### config.mk
export PLATFORM = sky130hd
export DESIGN_NAME = gpio_pin_config
export DESIGN_NICKNAME = d
export VERILOG_FILES = /design/src/rtl/pin_cfg_pkg.sv /design/src/rtl/pin_wake_detect.sv /design/src/rtl/gpio_pin_config.sv
export VERILOG_INCLUDE_DIRS = /design/src /design/src/rtl
export SDC_FILE = /design/constraint.sdc
export NUM_CORES = 1
export LEC_CHECK = 0
export ABC_AREA = 1
export BUFFER_PORTS_ARGS = -buffer_cell sky130_fd_sc_hd__buf_2
export CAP_MARGIN = 20
export CORE_ASPECT_RATIO = 2
export CORE_MARGIN = 3
export CORE_UTILIZATION = 42
export DETAILED_ROUTE_END_ITERATION = 16
export GPL_TIMING_DRIVEN = 0
export PLACE_DENSITY = 0.63
export SLEW_MARGIN = 20
export SYNTH_ARGS = -nofsm -noshare
export SYNTH_HDL_FRONTEND = slang
export SYNTH_SLANG_ARGS = --single-unit
### constraint.sdc
create_clock -name mclk_i -period 3.3 [get_ports mclk_i]
set_input_delay 0.66 -clock mclk_i [delete_from_list [all_inputs] [get_ports mclk_i]]
set_output_delay 0.66 -clock mclk_i [all_outputs]
set_load 0.02 [all_outputs]
### src/rtl/pin_cfg_map.svh
/*
 * offsets, index codes, reset values and widths of the per-port pin configuration block.
 * assumes inclusion by bare name from rtl/; definitions only.
 */
`ifndef PIN_CFG_MAP_SVH
`define PIN_CFG_MAP_SVH

// ----------------------------------------------------------------
// register offsets inside one port's four-byte group
// ----------------------------------------------------------------
`define OFS_INDEX_SELECT   2'h0
`define OFS_CONFIG_WINDOW  2'h1

// ----------------------------------------------------------------
// subregister index codes held in the index register
// ----------------------------------------------------------------
`define IDX_NONE           8'h00
`define IDX_DIRECTION      8'h01
`define IDX_ALT_ENABLE     8'h02
`define IDX_OPEN_DRAIN     8'h03
`define IDX_HIGH_DRIVE     8'h04
`define IDX_WAKE_SOURCE    8'h05
`define IDX_ALT_SEL_LOW    8'h07
`define IDX_ALT_SEL_HIGH   8'h08

// ----------------------------------------------------------------
// reset values
// ----------------------------------------------------------------
`define RST_INDEX          8'h00
`define RST_DIRECTION      8'hFF
`define RST_ALT_EN_ABC     8'h00
`define RST_ALT_EN_D       8'h01
`define RST_OPEN_DRAIN     8'h00
`define RST_HIGH_DRIVE     8'h00
`define RST_WAKE_SOURCE    8'h00
`define RST_ALT_SEL        8'h00

// ----------------------------------------------------------------
// widths
// ----------------------------------------------------------------
`define PIN_COUNT          8
`define ALT_FUNC_COUNT     4

`endif

### src/rtl/pin_cfg_pkg.sv
/*
 * types shared by the pin configuration block.
 * assumes pin_cfg_map.svh is on the include path.
 */
package pin_cfg_pkg;
	// which configuration subregister the index register points at
	typedef enum logic [6:0] {
		SEL_NONE   = 7'b000_0001,
		SEL_DIR    = 7'b000_0010,
		SEL_ALTEN  = 7'b000_0100,
		SEL_ODRAIN = 7'b000_1000,
		SEL_HDRIVE = 7'b001_0000,
		SEL_WAKE   = 7'b010_0000,
		SEL_ALTSEL = 7'b100_0000
	} window_sel_e;
endpackage

### src/rtl/pin_wake_detect.sv
/*
 * stop-mode wake detector: synchronises the pins and pulses on any enabled edge.
 * assumes pins are asynchronous to mclk_i and stop_mode_i comes from mclk_i logic.
 */
`timescale 1ns/1ps
`default_nettype none

module pin_wake_detect #(
	parameter int WIDTH = 8
) (
	input  wire logic             mclk_i,       // system clock
	input  wire logic             nrst_i,       // synchronous reset, low
	input  wire logic [WIDTH-1:0] pin_i,        // raw pin levels
	input  wire logic [WIDTH-1:0] wake_en_i,    // per-pin wake enable
	input  wire logic             stop_mode_i,  // chip in stop mode
	output logic      [WIDTH-1:0] pin_sync_o,   // synchronised pin levels
	output logic                  wake_o        // recovery request, registered
);
	logic [WIDTH-1:0] meta_q, meta_d;
	logic [WIDTH-1:0] sync_q, sync_d;
	logic [WIDTH-1:0] prev_q, prev_d;
	logic             wake_q, wake_d;

	// next values: second stage reads first only; edges from second stage on
	always_comb begin
		meta_d = pin_i;
		sync_d = meta_q;
		prev_d = sync_q;
		wake_d = stop_mode_i && |((sync_q ^ prev_q) & wake_en_i);
	end

	// registers
	always_ff @(posedge mclk_i) begin
		if (!nrst_i) begin
			meta_q <= '0;
			sync_q <= '0;
			prev_q <= '0;
			wake_q <= 1'b0;
		end else begin
			meta_q <= meta_d;
			sync_q <= sync_d;
			prev_q <= prev_d;
			wake_q <= wake_d;
		end
	end

	assign pin_sync_o = sync_q;
	assign wake_o     = wake_q;

	AST_WAKE_ON_EDGE: assert property (@(posedge mclk_i) disable iff (!nrst_i)
		(stop_mode_i && |((sync_q ^ prev_q) & wake_en_i)) |=> wake_q)
		else $error("enabled edge in stop mode gave no wake");
	AST_NO_WAKE_MASKED: assert property (@(posedge mclk_i) disable iff (!nrst_i)
		(!(|((sync_q ^ prev_q) & wake_en_i))) |=> !wake_q)
		else $error("wake without an enabled edge");
endmodule

`default_nettype wire

### src/rtl/gpio_pin_config.sv
/*
 * per-port pin configuration: index register, config window and the
 * alt-enable, open-drain, high-drive and wake-source subregisters, plus
 * direction and alt-select which steer the pin driver.
 * assumes a byte register port on mclk_i with one-cycle write strobe and
 * combinational-address read data registered next cycle; pins external.
 */
// Notes on behaviour
// - index 02H reaches alt-enable subregister
// - alt-enable 0 means GPIO with direction bit
// - alt-enable 1 hands pin to selected function
// - alt-enable resets 00H, port D 01H
// - index 03H reaches open-drain, reset zero
// - open-drain bit 1 never drives high
// - open-drain 0 drives both levels
// - index 04H reaches high-drive, reset zero
// - high-drive bit sets pin current control
// - index 05H reaches wake-source, reset zero
// - enabled pin edge in stop starts recovery
// - disabled pin edges never start recovery
// - eight bits, bit n controls pin n
// - index register picks window subregister
// - index 00H selects nothing, writes ignored
// - direction 0 drives output, 1 tristates
`timescale 1ns/1ps
`default_nettype none
`include "pin_cfg_map.svh"

module gpio_pin_config
	import pin_cfg_pkg::*;
#(
	parameter bit   PORT_IS_D = 1'b0,              // selects port D alt-enable reset
	parameter int   PINS      = `PIN_COUNT         // pins per port
) (
	input  wire logic            mclk_i,           // 50 MHz system clock
	input  wire logic            nrst_i,           // synchronous reset, low
	input  wire logic [1:0]      reg_addr_i,       // register offset in port group
	input  wire logic            reg_wr_i,         // write strobe, one cycle
	input  wire logic            reg_rd_i,         // read strobe, one cycle
	input  wire logic [7:0]      reg_wdata_i,      // write data
	output logic      [7:0]      reg_rdata_o,      // read data, registered
	input  wire logic [PINS-1:0] out_data_i,       // GPIO output data
	input  wire logic [PINS-1:0] alt_out_i,        // alternate function output value
	input  wire logic [PINS-1:0] alt_oe_i,         // alternate function drive request
	input  wire logic            stop_mode_i,      // chip in stop mode
	input  wire logic [PINS-1:0] pin_i,            // pad input levels
	output logic      [PINS-1:0] pin_o,            // pad output value
	output logic      [PINS-1:0] pin_oe_o,         // pad driver enable, high drives
	output logic      [PINS-1:0] high_drive_o,     // high-current drive per pin
	output logic      [PINS-1:0] alt_owned_o,      // pin handed to alternate function
	output logic      [PINS*2-1:0] alt_sel_o,      // 2-bit function choice per pin
	output logic      [PINS-1:0] pin_in_o,         // synchronised pin levels
	output logic                 wake_o            // stop-mode recovery request
);
	localparam logic [7:0] ALT_EN_RST = PORT_IS_D ? `RST_ALT_EN_D : `RST_ALT_EN_ABC;

	// index decode, used by both the write and the read path
	function automatic window_sel_e decode_index(input logic [7:0] idx);
		unique case (idx)
			`IDX_DIRECTION:  decode_index = SEL_DIR;
			`IDX_ALT_ENABLE: decode_index = SEL_ALTEN;
			`IDX_OPEN_DRAIN: decode_index = SEL_ODRAIN;
			`IDX_HIGH_DRIVE: decode_index = SEL_HDRIVE;
			`IDX_WAKE_SOURCE: decode_index = SEL_WAKE;
			`IDX_ALT_SEL_LOW, `IDX_ALT_SEL_HIGH: decode_index = SEL_ALTSEL;
			default:         decode_index = SEL_NONE;
		endcase
	endfunction

	// ----------------------------------------------------------------
	// register file
	// ----------------------------------------------------------------
	logic [7:0]      index_q,  index_d;
	logic [PINS-1:0] dir_q,    dir_d;
	logic [PINS-1:0] alten_q,  alten_d;
	logic [PINS-1:0] odrain_q, odrain_d;
	logic [PINS-1:0] hdrive_q, hdrive_d;
	logic [PINS-1:0] wake_q,   wake_d;
	logic [PINS-1:0] sel_lo_q, sel_lo_d;
	logic [PINS-1:0] sel_hi_q, sel_hi_d;
	logic [7:0]      rdata_q,  rdata_d;
	window_sel_e     sel;
	logic            win_wr;

	// window write steering and readback
	always_comb begin
		sel      = decode_index(index_q);
		win_wr   = reg_wr_i && (reg_addr_i == `OFS_CONFIG_WINDOW);
		index_d  = index_q;
		dir_d    = dir_q;
		alten_d  = alten_q;
		odrain_d = odrain_q;
		hdrive_d = hdrive_q;
		wake_d   = wake_q;
		sel_lo_d = sel_lo_q;
		sel_hi_d = sel_hi_q;
		rdata_d  = rdata_q;
		if (reg_wr_i && reg_addr_i == `OFS_INDEX_SELECT) begin
			index_d = reg_wdata_i;
		end
		if (win_wr) begin
			unique case (sel)
				SEL_DIR:    dir_d    = reg_wdata_i[PINS-1:0];
				SEL_ALTEN:  alten_d  = reg_wdata_i[PINS-1:0];
				SEL_ODRAIN: odrain_d = reg_wdata_i[PINS-1:0];
				SEL_HDRIVE: hdrive_d = reg_wdata_i[PINS-1:0];
				SEL_WAKE:   wake_d   = reg_wdata_i[PINS-1:0];
				SEL_ALTSEL: begin
					if (index_q == `IDX_ALT_SEL_LOW) begin
						sel_lo_d = reg_wdata_i[PINS-1:0];
					end else begin
						sel_hi_d = reg_wdata_i[PINS-1:0];
					end
				end
				SEL_NONE:   ;
			endcase
		end
		if (reg_rd_i) begin
			unique case (reg_addr_i)
				`OFS_INDEX_SELECT: rdata_d = index_q;
				`OFS_CONFIG_WINDOW: begin
					unique case (sel)
						SEL_DIR:    rdata_d = 8'(dir_q);
						SEL_ALTEN:  rdata_d = 8'(alten_q);
						SEL_ODRAIN: rdata_d = 8'(odrain_q);
						SEL_HDRIVE: rdata_d = 8'(hdrive_q);
						SEL_WAKE:   rdata_d = 8'(wake_q);
						SEL_ALTSEL: rdata_d = (index_q == `IDX_ALT_SEL_LOW) ? 8'(sel_lo_q) : 8'(sel_hi_q);
						SEL_NONE:   rdata_d = 8'h00;
					endcase
				end
				default: rdata_d = 8'h00;
			endcase
		end
	end

	// register update
	always_ff @(posedge mclk_i) begin
		if (!nrst_i) begin
			index_q  <= `RST_INDEX;
			dir_q    <= PINS'(`RST_DIRECTION);
			alten_q  <= PINS'(ALT_EN_RST);
			odrain_q <= PINS'(`RST_OPEN_DRAIN);
			hdrive_q <= PINS'(`RST_HIGH_DRIVE);
			wake_q   <= PINS'(`RST_WAKE_SOURCE);
			sel_lo_q <= PINS'(`RST_ALT_SEL);
			sel_hi_q <= PINS'(`RST_ALT_SEL);
			rdata_q  <= 8'h00;
		end else begin
			index_q  <= index_d;
			dir_q    <= dir_d;
			alten_q  <= alten_d;
			odrain_q <= odrain_d;
			hdrive_q <= hdrive_d;
			wake_q   <= wake_d;
			sel_lo_q <= sel_lo_d;
			sel_hi_q <= sel_hi_d;
			rdata_q  <= rdata_d;
		end
	end

	// ----------------------------------------------------------------
	// pin driver
	// ----------------------------------------------------------------
	logic [PINS-1:0]   pout_q, pout_d;
	logic [PINS-1:0]   poe_q,  poe_d;
	logic [PINS-1:0]   hd_q,   hd_d;
	logic [PINS-1:0]   own_q,  own_d;
	logic [PINS*2-1:0] asel_q, asel_d;

	// driver source, then open-drain gating
	always_comb begin
		for (int n = 0; n < PINS; n++) begin
			logic drv;
			logic val;
			drv = alten_q[n] ? alt_oe_i[n] : !dir_q[n];
			val = alten_q[n] ? alt_out_i[n] : out_data_i[n];
			pout_d[n]      = odrain_q[n] ? 1'b0 : val;
			poe_d[n]       = drv && !(odrain_q[n] && val);
			asel_d[2*n+:2] = {sel_hi_q[n], sel_lo_q[n]};
		end
		hd_d  = hdrive_q;
		own_d = alten_q;
	end

	// driver registers
	always_ff @(posedge mclk_i) begin
		if (!nrst_i) begin
			pout_q <= '0;
			poe_q  <= '0;
			hd_q   <= '0;
			own_q  <= '0;
			asel_q <= '0;
		end else begin
			pout_q <= pout_d;
			poe_q  <= poe_d;
			hd_q   <= hd_d;
			own_q  <= own_d;
			asel_q <= asel_d;
		end
	end

	// wake detection on synchronised pins
	pin_wake_detect #(
		.WIDTH       (PINS)
	) u_wake (
		.mclk_i      (mclk_i),
		.nrst_i      (nrst_i),
		.pin_i       (pin_i),
		.wake_en_i   (wake_q),
		.stop_mode_i (stop_mode_i),
		.pin_sync_o  (pin_in_o),
		.wake_o      (wake_o)
	);

	assign reg_rdata_o  = rdata_q;
	assign pin_o        = pout_q;
	assign pin_oe_o     = poe_q;
	assign high_drive_o = hd_q;
	assign alt_owned_o  = own_q;
	assign alt_sel_o    = asel_q;

	// ----------------------------------------------------------------
	// checks
	// ----------------------------------------------------------------
	AST_OD_NEVER_HIGH: assert property (@(posedge mclk_i) disable iff (!nrst_i)
		$past(odrain_q) != '0 |-> ((pin_o & pin_oe_o & $past(odrain_q)) == '0))
		else $error("open-drain pin drove high");
	AST_GPIO_OUT: assert property (@(posedge mclk_i) disable iff (!nrst_i)
		(!alten_q[PINS-1] && !dir_q[PINS-1] && !odrain_q[PINS-1])
		|=> (pin_oe_o[PINS-1] && pin_o[PINS-1] == $past(out_data_i[PINS-1])))
		else $error("gpio output pin not driven");
	AST_GPIO_IN: assert property (@(posedge mclk_i) disable iff (!nrst_i)
		(!alten_q[0] && dir_q[0]) |=> !pin_oe_o[0])
		else $error("input pin driven");
	AST_ALT_DRIVE: assert property (@(posedge mclk_i) disable iff (!nrst_i)
		(alten_q[0] && !odrain_q[0]) |=> (pin_oe_o[0] == $past(alt_oe_i[0]) && pin_o[0] == $past(alt_out_i[0])))
		else $error("alternate function not driving pin");
	AST_HIGH_DRIVE: assert property (@(posedge mclk_i) disable iff (!nrst_i)
		1'b1 |=> high_drive_o == $past(hdrive_q))
		else $error("high drive output wrong");
	AST_IDX0_NO_WRITE: assert property (@(posedge mclk_i) disable iff (!nrst_i)
		(win_wr && index_q == `IDX_NONE) |=> $stable(alten_q) && $stable(odrain_q) && $stable(hdrive_q) && $stable(wake_q))
		else $error("write with index 00H changed a subregister");
	AST_ALTEN_WR: assert property (@(posedge mclk_i) disable iff (!nrst_i)
		(win_wr && index_q == `IDX_ALT_ENABLE) |=> alten_q == $past(reg_wdata_i[PINS-1:0]))
		else $error("alt enable write lost");
	AST_WAKE_RD: assert property (@(posedge mclk_i) disable iff (!nrst_i)
		(reg_rd_i && reg_addr_i == `OFS_CONFIG_WINDOW && index_q == `IDX_WAKE_SOURCE) |=> reg_rdata_o == 8'($past(wake_q)))
		else $error("wake source readback wrong");
	AST_RESET_VALS: assert property (@(posedge mclk_i)
		!nrst_i |=> (alten_q == ALT_EN_RST && odrain_q == '0 && hdrive_q == '0 && wake_q == '0))
		else $error("reset values wrong");
endmodule

`default_nettype wire

# Word-level counts from Yosys, hierarchy flattened
# Cells that the tools add are included.
# word_totals
latch_bits,0
out_inout_bits,65
romBits,0
ram_bits,0
input_bits,47
n_memories,0
ff_bits,145
# op_classes
muxes,20
order_cmp,0
multipliers,0
n_shift,0
addsub,0
n_reduce_logical,53
div,0
eq_ne,15
bitwise_logic,4
# ops
cell,n
$pmux 8 s7,1
$pmux 7 s6,1
$eq 8x3->1 const B,3
$logic_and 1x1->1,19
$reduce_or 2->1,9
$eq 8x2->1 const B,2
$logic_not 1->1,16
$mux 1,16
$pmux 8 s2,1
$reduce_and 2->1,5
$and 8x8->8,1
$eq 8x1->1 const B,1
$eq 8x4->1 const B,1
$mux 8,1
$reduce_or 8->1,1
$xor 8x8->8,1
$eq 7x1->1 const B,1
$eq 7x2->1 const B,1
$eq 7x3->1 const B,1
$eq 7x4->1 const B,1
$eq 7x5->1 const B,1
$eq 7x6->1 const B,1
$eq 7x7->1 const B,1
$reduce_and 3->1,2
other kinds (3),4

# Depth between registers and ports, before layout
# Gate-level depths: netlist (run 1).
# depth
word_depth,6
ltp_mapped,12

# By module
# From an unflattened synthesis (run 1), not the netlist that was laid out.
# unflattened
cells_unflattened,725
hier_area_um2,5635.4
# by_module_without_submodules
mod,n_inst,cells_each,area_per_inst_um2
gpio_pin_config,1,601,4743.3
pin_wake_detect,1,124,892.1

# Least setup slack after synthesis (run 1)
# Ideal clock, no wire load.
# synth_timing
path_kind,input to register
from,in reg_addr_i[0]
to,reg alten_q[5]
t_arrival_ns,1.637
setup_ns,0.119
path_buffers,1
stages,8
slack_ns,1.543
path_cell_list,inv_1 -> nor2_2 -> nand2_2 -> inv_1 -> nand3_2 -> buf_2 -> o21ai_0 -> a21oi_1
# synth_via
elab_chain_len,3
# synth_rtl
element,line,text
from (decl),gpio_pin_config.sv:37,"input wire logic [1:0] reg_addr_i,"
$eq 2x1->1,n/a,
$logic_and 1x1->1,gpio_pin_config.sv:88,win_wr = reg_wr_i && (reg_addr_i == `OFS_CONFIG_WINDOW);
$reduce_and 2->1 (no line),n/a,
to (signal assigned),gpio_pin_config.sv:142,alten_q <= PINS'(ALT_EN_RST);
to (signal assigned),gpio_pin_config.sv:152,alten_q <= alten_d;
to (decl),gpio_pin_config.sv:75,"logic [PINS-1:0] alten_q, alten_d;"
# No other way between the ends.
# A chain may end at the register's enable or synchronous reset.

# Worst setup path in the final report (run 1)
# layout_timing
from,reg index_q[0]
to,reg alten_q[6]
# layout_via
elab_chain_len,5
elab_cells_between_ends,11
classes_between,eq/ne: 8; mux: 1; reduce/logical: 2
# layout_rtl
element,line,text
from (decl),gpio_pin_config.sv:73,"logic [7:0] index_q, index_d;"
from (signal assigned),gpio_pin_config.sv:140,index_q <= `RST_INDEX;
from (signal assigned),gpio_pin_config.sv:150,index_q <= index_d;
$eq 8x3->1 or $eq 8x4->1 (tied branches),gpio_pin_config.sv:59,unique case (idx)
$reduce_or 2->1,gpio_pin_config.sv:59,
$pmux 7 s6 *,gpio_pin_config.sv:59,
$eq 7x3->1 *,gpio_pin_config.sv:102,unique case (sel)
$reduce_and 2->1 (no line) *,n/a,
# Mark *: on every way between the ends. The rest lies on a longest branch, timed or not.

==> results, run 1 <==
- The die is 169 um tall.
- The detailed-route wire length is 16500 um.
- The max-cap check violation count is 0.
- The number of iterations in the first detailed-routing pass is 5.
- The die width is 87.4 um.
- The count of endpoints failing setup in the final report is 0.
- For this design, the sink count on the clock tree is 145.
- No sink is reached through more buffers than the 2 on the longest clock path.
- Entering global routing, the biggest net connects 17 pins.
- The number of levels the H-tree was split into is 4.
- At the pin with the least slew margin, the transition time is 0.749 ns.
- The overall die area is 14700 sq um.
- Of all nets on the critical path, the largest fanout is 10.
- TritonCTS built the clock tree.
- The via count of the first global-routing pass was 4844.
- The Yosys step of the flow raised 0 warnings.
- The hold buffer count at CTS is 0.
- The number of nets in the layout is 862.
- The remaining design rule violation count is 0.
- The fraction of power spent switching nets is 0.249.
- Of the synthesized area, sequential elements account for 0.522.
- In this run the tightest slew margin relative to its limit is 0.501.
- The final hold violation count is 0.
- For this run, the number of standard cells in the final layout without fillers is 978.
- In this run the worst hold path is classified as reg2reg.
- Power comes to 0.00413 W.
- The number of max-slew violations in the final report was 0.
- The final weighted congestion in routability-driven placement is 0.929.
- Of the total power, the clock network draws 0.500.
- The cell area that synthesis handed to floorplanning was 5560 sq um.
- The worst-case IR drop observed on VDD is 0.627 mV.
- The HPWL after detailed placement is 12700 um.
- Internal power comes to 0.00310 W.
- The worst setup slack for register-to-register paths is 1.16 ns.
- The number of cells on the worst hold path is 2.
- The tree is rooted in a clkbuf_16.
- The core footprint is 12800 sq um.
- The final period demand of the worst path is 2.14 ns.
- The clock edge transition at the registers on the reported setup and hold paths is 0.06 ns.
- The routed wire length per instance is 16.9 um.
- Summed over all failing endpoints, the final setup total negative slack is 0 ns.
- The worst setup path is of the reg2reg kind.
- The total vias in the final route is 5004.
- In this run the remaining antenna-violating nets after routing total 0.
- The number of cells produced by synthesis is 686.
- Of the total power, registers draw 0.436.
- For the worst setup path, the data required time is 3.58 ns.
- For the worst flop-to-flop path, the logic depth is 7.
- The initial antenna violation count is 0.
- The synthesized area per cell is 8.11 sq um.
- The period utilization is 0.648.
- Once the clock tree was built, the resizer swapped 0 gates to a different size.
- Of the total power, combinational logic draws 0.064.
- Counting flops and latches in the post-synthesis netlist gives 145.
- The capture instance of the worst register-to-register path is alten_q[6].
- The layout overhead on the synthesized area is 24.6%.
- The type of element launching the critical path is a register.
- Counting tap cells, the placed design contains a total of 946 instances.
- Counting every net in the synthesized netlist gives 733.
- The first global-routing pass estimated 25700 um of wire.
- The static leakage is 3.38 nW.
- For hold timing, the worst endpoint is u_wake.pin_sync_o[2].
- The final worst-path setup slack is 1.16 ns.
- The share of synthesized area in the top cell type comes to 0.522.
- The share of final-layout standard cells stronger than drive strength 1 is 0.214.
- The flow ran to the end, and the final reports show no timing, DRC or antenna violations.
- The initial utilization of the core area, before any placement, comes to 0.436.
- The count of distinct cell types in the synthesized netlist is 34.
- For this design the total switching power over the nets is 0.00103 W.
- Setup repair after global routing left no endpoint under its margin.
- Counting the buffers created by CTS gives 17.
- The worst setup timing slack at the placement stage is 0.785 ns.
- In this run the post-CTS setup repair buffer count came out at 0.
- The number of DRC markers after the initial detailed-route iteration is 225.
- The final setup skew is 0.00771 ns.
- After global routing the overflow that remains totals 0.
- The synthesized design spends more area on one cell type than any other, namely dfxtp_1.
- The repair_antennas step left the layout with diodes totalling 0.
- The reg-to-reg critical path startpoint is index_q[0].
- Using the TritonRoute via totals, the vias-per-cell ratio works out to 5.12.
- Row generation in the floorplan step produced 58 rows.
- STA classifies the critical path endpoint as a register.
- Sorting the synthesized cells by area gives the leading types as dfxtp_1 (52%), inv_1 (8.6%), a21oi_1 (7.9%), o21ai_0 (6.6%), nand2_1 (6.5%).
- The worst endpoint data arrival time is 2.42 ns.
- The later-pin clock latency in the skew report is 0.42 ns.
- The highest clock rate is 0.468 GHz.
- The total I/O pin count is 112.
- For this run, the total global-route usage over all layers was measured as 0.230.
- In this run the tool buffered the top-level ports with 110 buffer cells.
- The hold path startpoint is u_wake.meta_q[2].
- For this design the ratio of total power to cell area is 596 nW/um^2.
registers in the layout (all words and copies together), names as in the netlist:
name and count:
alt_owned_o 8, alt_sel_o 16, alten_q 8, dir_q 8, hd_d 8, high_drive_o 8, index_q 8, odrain_q 8
pin_o 8, pin_oe_o 8, reg_rdata_o 8, sel_hi_q 8, sel_lo_q 8, u_wake.meta_q 8, u_wake.pin_sync_o 8, u_wake.prev_q 8
u_wake.wake_o 1, wake_q 8
placed cells by master, fill, tap and decap left out, types with 3 or more instances in the layout:
master,instances
nand3_1,25
buf_2,115
inv_6,6
o21ai_1,10
clkbuf_16,17
inv_8,3
a21oi_1,88
o211ai_1,8
nand3_2,3
inv_1,127
clkbuf_1,14
buf_6,3
mux2i_1,8
nor3_1,8
o21ai_0,73
nand4_1,9
nand2_1,97
dfxtp_1,145
nor2_2,4
a2111oi_0,8
buf_4,3
bufinv_16,3
nor2_1,21
nand2_2,6
logic make-up after synthesis:
| group | Yosys count | share of synthesized area |
|---|---|---|
| AO/OA/AOI/OAI | 193 | 0.187 |
| AND/OR/NAND/NOR | 180 | 0.158 |
| buffers and inverters | 157 | 0.114 |
| flip-flops | 145 | 0.522 |
| multiplexers | 8 | 0.0144 |
| XOR/XNOR | 3 | 0.00472 |
worst max path at each step:
stage                  to  depth (start not counted)     startpoint  slack (ns)
2_1_floorplan  alten_q[5]                          8  reg_addr_i[0]        1.54
3_3_place_gp   alten_q[6]                          8  reg_addr_i[1]        0.76
3_5_place_dp   alten_q[6]                          8  reg_addr_i[1]        0.78
4_1_cts        alten_q[6]                          7     index_q[0]        1.17
5_1_grt        alten_q[6]                          7     index_q[0]        0.99
6_report       alten_q[6]                          7     index_q[0]        1.16
synthesized netlist by cell type:
cell,number
a2111oi_0,8
a21o_1,2
a21oi_1,88
a21oi_4,1
a31oi_1,1
buf_1,2
buf_2,5
buf_4,3
buf_6,3
clkbuf_1,14
dfxtp_1,145
inv_1,127
inv_2,1
inv_4,2
mux2i_1,8
nand2_1,97
nand2_2,6
nand3_1,25
nand3_2,3
nand4_1,9
nand4_4,1
nor2_1,21
nor2_2,4
nor2_4,2
nor2_8,2
nor3_1,8
nor3_4,1
nor4_4,1
o2111ai_1,2
o211ai_1,8
o21ai_0,73
o21ai_1,10
xnor2_1,2
xor2_1,1
power groups by stage:
stage	combinational [W]	sequential, W	clock [W]
finish	0.000263	0.00180	0.00207
global route	0.000287	0.00180	0.00218
CTS	0.000264	0.00180	0.00210
detailed placement	0.000263	0.00184	0
global placement	0.000260	0.00184	0
floorplan	0.000133	0.00186	0
worst max-delay path, cell delays in order (launching register included):
cell and delay, ns:
dfxtp_1 0.36, inv_1 0.14, nand2_1 0.08, nor2_2 0.40, nand3_2 0.25, buf_2 0.26, o21ai_0 0.44, a21oi_1 0.07
routing by layer:
layer  up-vias  track usage  routed length, um
met5         -            0                  0
met4         0        0.102                639
met3        34       0.0390                735
met2       167        0.414               8750
met1      2317        0.258               6410
li1       2486            -                  -
metrics by stage:
step,instance area (sq um),util,hold slack [ns]
floorplan,5560,-,0.390
global placement,6300,0.493,0.394
detailed placement,6300,0.493,0.397
CTS,6930,0.543,0.410
global route,6930,0.543,0.424
finish,6930,0.543,0.411
area by class of cell:
class	count	area, sq um
Multi-Input combinational cell	384	2030
Clock inverter	14	191
Buffer	27	141
Tap cell	150	188
Fill cell	1259	5840
Clock buffer	18	439
Timing Repair Buffer	110	551
Inverter	130	493
Sequential cell	145	2900
No activity file was read; power rests on OpenSTA's default activity.
==> run 2, diff against run 1 <==
--- a/config.mk
+++ b/config.mk
@@ -6,7 +6,7 @@
 export SDC_FILE = /design/constraint.sdc
 export NUM_CORES = 1
 export LEC_CHECK = 0
-export ABC_AREA = 1
+export ABC_AREA = 0
 export BUFFER_PORTS_ARGS = -buffer_cell sky130_fd_sc_hd__buf_2
 export CAP_MARGIN = 20
 export CORE_ASPECT_RATIO = 2
==> constraint.sdc (replaced) <==
create_clock -name mclk_i -period 2.1 [get_ports mclk_i]
set_input_delay 0.42 -clock mclk_i [delete_from_list [all_inputs] [get_ports mclk_i]]
set_output_delay 0.42 -clock mclk_i [all_outputs]
set_load 0.02 [all_outputs]
==> results, run 2 <==
- The first detailed-routing pass took 4 iterations.
- In the routed design, unresolved DRC markers number 0.
- After synthesis, the cell types taking the most area are dfxtp_1 (52%), mux2i_1 (12%), nand2_1 (5.2%), and2_1 (4.6%), nor2b_1 (2.6%).
- Yosys instantiated no cell more often than dfxtp_1.
- For this run, the share of the core covered by cells in the final layout is 0.541.
- The detailed-route wire length is 15200 um.
- For this design the static power due to leakage is 3.36 nW.
- STA puts the critical path data required time at 2.39 ns.
- The share of total power dissipated in the clock network is 0.489.
- The internal power is 0.00477 W.
- At the pin with the least slew margin, the transition time is 0.647 ns.
- From bottom edge to top edge, the die measures 169 um.
- The share of final-layout standard cells stronger than drive strength 1 is 0.240.
- In the synthesized netlist, the number of instances is 555.
- Of the available clock period, the critical path in the final layout requires 0.958.
- The number of buffers created by CTS is 17.
- The most used flip-flop cell after synthesis is dfxtp_1.
- 0 antenna diodes ended up in the layout.
- Of the total synthesized cell area, the portion taken by XOR and XNOR cells is 0.0125.
- The final hold violation count is 0.
- The total I/O pin count is 112.
- For this block, the via count after detailed routing is 4491.
- Row generation in the floorplan step produced 59 rows.
- Total power for the finished layout comes to 0.00619 W.
- The netlist area before placement is 5600 sq um.
- The via count of the first global-routing pass is 4826.
- The number of buffers between clock root and the deepest sink is 2.
- In the global route stage, met2 resource usage came out at 0.402.
- The max-cap check violation count is 0.
- The smallest clock period supported by the final layout is computed as 2.01 ns.
- The worst hold-check path type is in2reg.
- The clock drives 145 sinks.
- The flip-flop count of the largest register after layout is 16.
- The worst setup slack for register-to-register paths is 0.09 ns.
- Summed over all nets, the half-perimeter wirelength after detailed placement is 11800 um.
- The synthesized area per cell is 10.1 sq um.
- The reported net switching power is 0.00142 W.
- The met3 routing resource usage after global routing is 0.0418.
- The synthesized design contains 0 enable-type register cells.
- By count the netlist is led by dfxtp_1 (145), nand2_1 (77), mux2i_1 (67).
- The combinational power share is 0.056.
- The core footprint is 13000 sq um.
- The fraction of the mapped netlist area in adder cells is 0.
- The routed wire length per instance is 17.7 um.
- After clock tree synthesis, the clock-pin slew on the worst setup and hold paths is 0.06 ns.
- The highest clock rate is 0.497 GHz.
- Between clock sinks in the finished design, the worst skew comes to 0.00731 ns.
- CTS placed an instance of clkbuf_16 at the clock tree root.
- The fraction of the mapped netlist area in compound gates is 0.112.
- The later pin in the worst-skew pair is clocked with a latency of 0.42 ns.
- The post-layout instance area is 7030 sq um.
- The number of levels the H-tree was split into is 4.
- The post-placement cell area is 6330 sq um.
- The number of different library cells used by synthesis comes to 38.
- The net count of the mapped netlist is 602.
- The layout overhead on the synthesized area is 25.7%.
- During synthesis, Yosys emitted a total of 0 warnings.
- The count of endpoints failing setup in the final report is 0.
- The worst setup path is of the reg2reg kind.
- The starting density of the core is 0.431.
- The share of the Yosys chip area taken by registers is 0.519.
- The power share of the sequential group is 0.454.
- The fraction of registers with async set/reset is 0.
- The layer flagged by global routing as most heavily used is met2.
- Setup repair after global routing left no endpoint under its margin.
- The leading area contributor after synthesis is dfxtp_1.
- The critical path capture point type is a register.
- The met1 routing resource usage after global routing is 0.207.
- The longest individual stage delay on the worst path is 0.52 ns.
- In the layout the commonest cells are dfxtp_1 (145), buf_2 (115), nand2_1 (77), mux2i_1 (67), and2_1 (41).
- The fraction of power spent switching nets is 0.229.
- The worst-case IR drop observed on VDD is 0.629 mV.
- Buffers placed on the I/O ports in this run total 109.
- After synthesis, the largest family of logic cells by area is simple AND/OR/NAND/NOR gates.
- The share of synthesized area spent on multiplexers is 0.120.
- The flip-flop and latch count after synthesis is 145.
- The congestion estimate from routability-driven global placement came to 0.932.
- The share of synthesized area in the top cell type comes to 0.519.
- Leaving out fill and tap cells, the most frequent cell in the layout is dfxtp_1.
- The count of placed standard cells including taps is 816.
- The die width is 87.6 um.
- The relative max-transition margin is 0.569.
- The area share of and/or/nand/nor cells after synthesis is 0.191.
- Dividing total power by cell area gives a power density of 881 nW/um^2.
- The remaining global-route overflow is 0.
- The hold buffer count at CTS is 0.
- The initial antenna violation count is 0.
- The number of DRC markers after the initial detailed-route iteration is 189.
- The number of nets in the layout is 741.
- The TritonCTS clock tree is built.
- The die covers 14800 sq um.
- Entering global routing, the biggest net connects 17 pins.
- The combined global-route utilization of all metal layers is 0.211.
- The flow ran to the end, and the final reports show no timing, DRC or antenna violations.
- The critical path goes through nor4_4, nand3_2, or4_1, buf_2, mux2i_1.
- In this run the worst path has a maximum fanout of 8.
- In the routed layout, each cell is associated on average with a via count of 5.23.
- The wire length of the first global-routing pass is 24000 um.
- The worst setup path is launched from a register.
- The final cell count without fillers is 859.
- In this run the remaining antenna-violating nets after routing total 0.
- Data on the critical path arrives at its endpoint at 2.30 ns.
- The highest-delay cell along the critical path is or4_1.
- The number of max-slew violations in the final report is 0.
run 2: changes by cell type after synthesis, moves of 20 or more:
cell / previous run / this run
nor2b_1: 0 / 23
inv_1: 127 / 38
a21oi_1: 88 / 6
and2_1: 0 / 41
o21ai_0: 73 / 16
nand3_1: 25 / 5
nand2_1: 97 / 77
mux2i_1: 8 / 67
run 2: logic make-up after synthesis:
kind of cell | after synthesis
AND/OR/NAND/NOR | 185
flip-flops | 145
AO/OA/AOI/OAI | 83
multiplexers | 67
buffers and inverters | 67
XOR/XNOR | 8
run 2: per-stage QoR:
| stage | hold slack, ns | setup WS [ns] | TNS [ns] |
|---|---|---|---|
| after detailed placement | 0.423 | -0.281 | -3.61 |
| after CTS | 0.197 | 0.0288 | 0 |
| final | 0.202 | 0.0885 | 0 |
| after global routing | 0.212 | 0.0343 | 0 |
| after global placement | 0.413 | -0.205 | -2.63 |
| after floorplan | 0.412 | 0.317 | 0 |
run 2: final cells by class:
class	count	area (sq um)
Tap cell	152	190
Sequential cell	145	2900
Clock inverter	11	128
Timing Repair Buffer	120	628
Multi-Input combinational cell	343	2450
Clock buffer	21	470
Inverter	38	143
Fill cell	1179	5960
Buffer	29	120
run 2: per-layer routing:
metal / share of wire / up-vias
met3: 0.042 / 43
li1: - / 2178
met1: 0.35 / 2136
met4: 0.033 / 0
met2: 0.57 / 134
met5: 0 / -
run 2: power by group through the flow:
stage	sequential (W)	clock [W]	combinational, W
3_5_place_dp	0.00287	0	0.000336
4_1_cts	0.00281	0.00307	0.000341
6_report	0.00281	0.00303	0.000349
5_1_grt	0.00282	0.00320	0.000377
3_3_place_gp	0.00287	0	0.000328
2_1_floorplan	0.00290	0	0.000166
run 2: worst paths after layout:
path / startpoint / to / cells after the start
min: pin_i[0] / u_wake.meta_q[0] / 2
max: index_q[4] / hd_d[4] / 5
max reg2reg: index_q[4] / hd_d[4] / 5
min reg2reg: u_wake.meta_q[5] / u_wake.pin_sync_o[5] / 1
run 2: repair_timing:
action	CTS	global route
setup buffers	4	7
resized for setup	3	4
pin swaps	3	3
gates cloned	0	0
setup endpoints to repair	27	27
run 2: worst max-delay path: cells and delay by family, from the launching register on:
family	cells	cell delay, ns
flops	1	0.37
simple gates	3	1.12
mux	1	0.15
buf+inv	1	0.24
==> run 3, diff against run 2 <==
--- a/config.mk
+++ b/config.mk
@@ -9,12 +9,12 @@
 export ABC_AREA = 0
 export BUFFER_PORTS_ARGS = -buffer_cell sky130_fd_sc_hd__buf_2
 export CAP_MARGIN = 20
-export CORE_ASPECT_RATIO = 2
 export CORE_MARGIN = 3
 export CORE_UTILIZATION = 42
+export CTS_CLUSTER_DIAMETER = 120
 export DETAILED_ROUTE_END_ITERATION = 16
 export GPL_TIMING_DRIVEN = 0
-export PLACE_DENSITY = 0.63
+export PLACE_DENSITY = 0.65
 export SLEW_MARGIN = 20
 export SYNTH_ARGS = -nofsm -noshare
 export SYNTH_HDL_FRONTEND = slang
==> constraint.sdc (replaced) <==
create_clock -name mclk_i -period 1.8 [get_ports mclk_i]
set_input_delay 0.36 -clock mclk_i [delete_from_list [all_inputs] [get_ports mclk_i]]
set_output_delay 0.36 -clock mclk_i [all_outputs]
set_load 0.02 [all_outputs]
==> results, run 3 (synthesized netlist as in run 2, its figures left out) <==
- The flow ran to the end, and the final reports show no timing, DRC or antenna violations.
- The number of I/O port buffers is 109.
- The tightest hold margin is 0.148 ns.
- The longest individual stage delay on the worst path is 0.51 ns.
- The die covers 14700 sq um.
- The clock drives 145 sinks.
- Data on the critical path arrives at its endpoint at 2.02 ns.
- The initial antenna violation count is 0.
- The sequential cells in the finished layout cover a total of 2910 sq um.
- The via count of the first global-routing pass is 4479.
- The combined global-route utilization of all metal layers is 0.205.
- The hold buffer count at CTS is 0.
- The slew at the pin with the worst max-slew slack is 0.701 ns.
- Of the cells placed in the final design, the portion with a size suffix greater than 1 is 0.248.
- The maximum number of pins on one net before global-route repair is 17.
- For this run, the share of the core covered by cells in the final layout is 0.552.
- The final route contains 4486 vias.
- The power per cell area is 976 nW/um^2.
- Data on the critical path is required at its endpoint by 2.09 ns.
- Leaving out fill and tap cells, the most frequent cells in the layout are dfxtp_1 (142), buf_2 (110), nand2_1 (77), mux2i_1 (67), and2_1 (41).
- Summing all placed instances gives a cell area of 6360 sq um.
- Setup violations remaining at the end of the flow were counted as 0.
- In the routed layout, each cell is associated on average with a via count of 5.12.
- VDD sags by at most 0.611 mV.
- The final hold violation count is 0.
- At the end of routability-driven placement, the weighted congestion stood at 0.867.
- In this run the tightest slew margin relative to its limit is 0.533.
- Clock skew on the completed layout was measured at 0.00561 ns.
- Setup repair after global routing left no endpoint under its margin.
- At the later pin of the worst-skew pair, clock insertion delay measures 0.42 ns.
- The flip-flop count of the largest register after layout is 16.
- Traced cell by cell, the critical path runs through nor4_4, nand3_2, or4_4, buf_6, mux2i_1.
- The setup path with the least slack is of type reg2reg.
- The wire length of the first global-routing pass is 23000 um.
- The highest clock rate is 0.578 GHz.
- After filler insertion, the fill cell instance count of the layout stands at 1192.
- After the first detailed-routing iteration, the DRC count stood at 289.
- The static leakage is 3.37 nW.
- The number of buffers created by CTS is 17.
- For this configuration, the core starts out at a cell density of 0.436.
- Broken down by cell family, the worst path's largest delay share belongs to simple AND/OR/NAND/NOR gates.
- The die is 121 um tall.
- 112 I/O pins were placed.
- The buffer and inverter count on the worst path is 1.
- The type of element launching the critical path is a register.
- Clock-pin slew was measured on the worst setup and hold paths at 0.06 ns.
- The area occupied by multi-input gates is 2470 sq um.
- The max-cap check violation count is 0.
- Of the available clock period, the critical path in the final layout requires 0.962.
- The diode insertion count for antenna repair is 0.
- The remaining design rule violation count is 0.
- The number of max-slew violations in the final report came to 0.
- The die width is 121 um.
- The clock tree synthesis step divided the H-tree into 4 levels.
- The finished cells cover 7080 sq um.
- The number of antenna-violating nets in the routed design is 0.
- Excluding fillers, the count of instances in the completed layout stands at 877.
- The number of standard-cell rows in the floorplan is 41.
- The worst path needs 1.73 ns of the cycle, external delays included.
- The clock root buffer is clkbuf_16.
- The number of nets in the layout is 741.
- The peak fanout along the critical path is 8.
- TritonCTS built the clock tree.
- The number of iterations in the first detailed-routing pass is 4.
- The clock passes through at most 2 buffers.
- The layout overhead on the synthesized area is 26.6%.
- The highest-delay cell along the critical path is or4_4.
- Global routing finished with a remaining overflow of 0.
- The routed design has 14400 um of wire.
- The detailed placer's ending HPWL is 10800 um.
- The library cell used most frequently in the layout, excluding fill and tap cells, is dfxtp_1.
- Dividing the detail-routed wire length by the instance count gives 16.4 um.
- The total negative slack is 0 ns.
- The count of placed standard cells including taps is 836.
- The tightest min-delay check is of the in2reg type.
- After floorplanning, the core was sized to cover 12800 sq um.
- The critical path capture point type is a register.
-- run 3: cell count changes in the layout (fill, tap and decap cells not counted), sizes merged --
cell | previous run | this run
clkinv | 3 | 6
clkinvlp | 3 | 0
inv | 41 | 38
buf | 127 | 128
bufinv | 2 | 1
clkbuf | 43 | 44
-- run 3: cell type report --
type                    instances  share of cell area
plain buffers                  28              0.0208
clock buffers                  23              0.0675
clock inverters                 7             0.00848
inverters                      38              0.0201
multi-input cells             343               0.349
flip-flops and latches        145               0.410
well taps                     172              0.0304
repair buffers                121              0.0933
-- run 3: path summary, 6_finish.rpt --
kind,from,end,slack [ns],cells after the start
hold / removal,pin_i[4],u_wake.meta_q[4],0.15,2
hold reg to reg,u_wake.meta_q[5],u_wake.pin_sync_o[5],0.43,1
setup reg to reg,index_q[7],hd_d[7],0.07,5
setup / recovery,index_q[7],hd_d[7],0.07,5
-- run 3: what timing repair did --
| item | 4_1_cts | 5_1_grt |
|---|---|---|
| pin swaps | 6 | 2 |
| setup buffers | 8 | 4 |
| setup endpoints to repair | 64 | 37 |
| resized for setup | 14 | 12 |
| gates cloned | 0 | 0 |
| endpoints found under the hold margin | 0 | 0 |
-- run 3: per-stage QoR --
step           worst slack, ns  total power [W]
5_1_grt                 0.0137          0.00717
3_3_place_gp            -0.343          0.00373
4_1_cts                -0.0698          0.00696
6_report                0.0687          0.00691
3_5_place_dp            -0.364          0.00374
2_1_floorplan           0.0172          0.00357
-- run 3: metal layers --
layer  part of all wire  vias to the layer above  GRT usage
met5                  0                        -          0
met4              0.020                        0      0.102
met3              0.060                       22     0.0587
met2               0.48                      137      0.324
met1               0.44                     2145      0.254
li1                   -                     2182          -
-- run 3: power by group --
group | internal (W) | leakage [nW] | switching [W] | total [W]
Sequential | 0.00326 | 1.18 | 0.0000276 | 0.00329
Clock | 0.00198 | 0.272 | 0.00125 | 0.00322
Combinational | 0.000156 | 1.92 | 0.000248 | 0.000404
Total | 0.00539 | 3.37 | 0.00152 | 0.00691
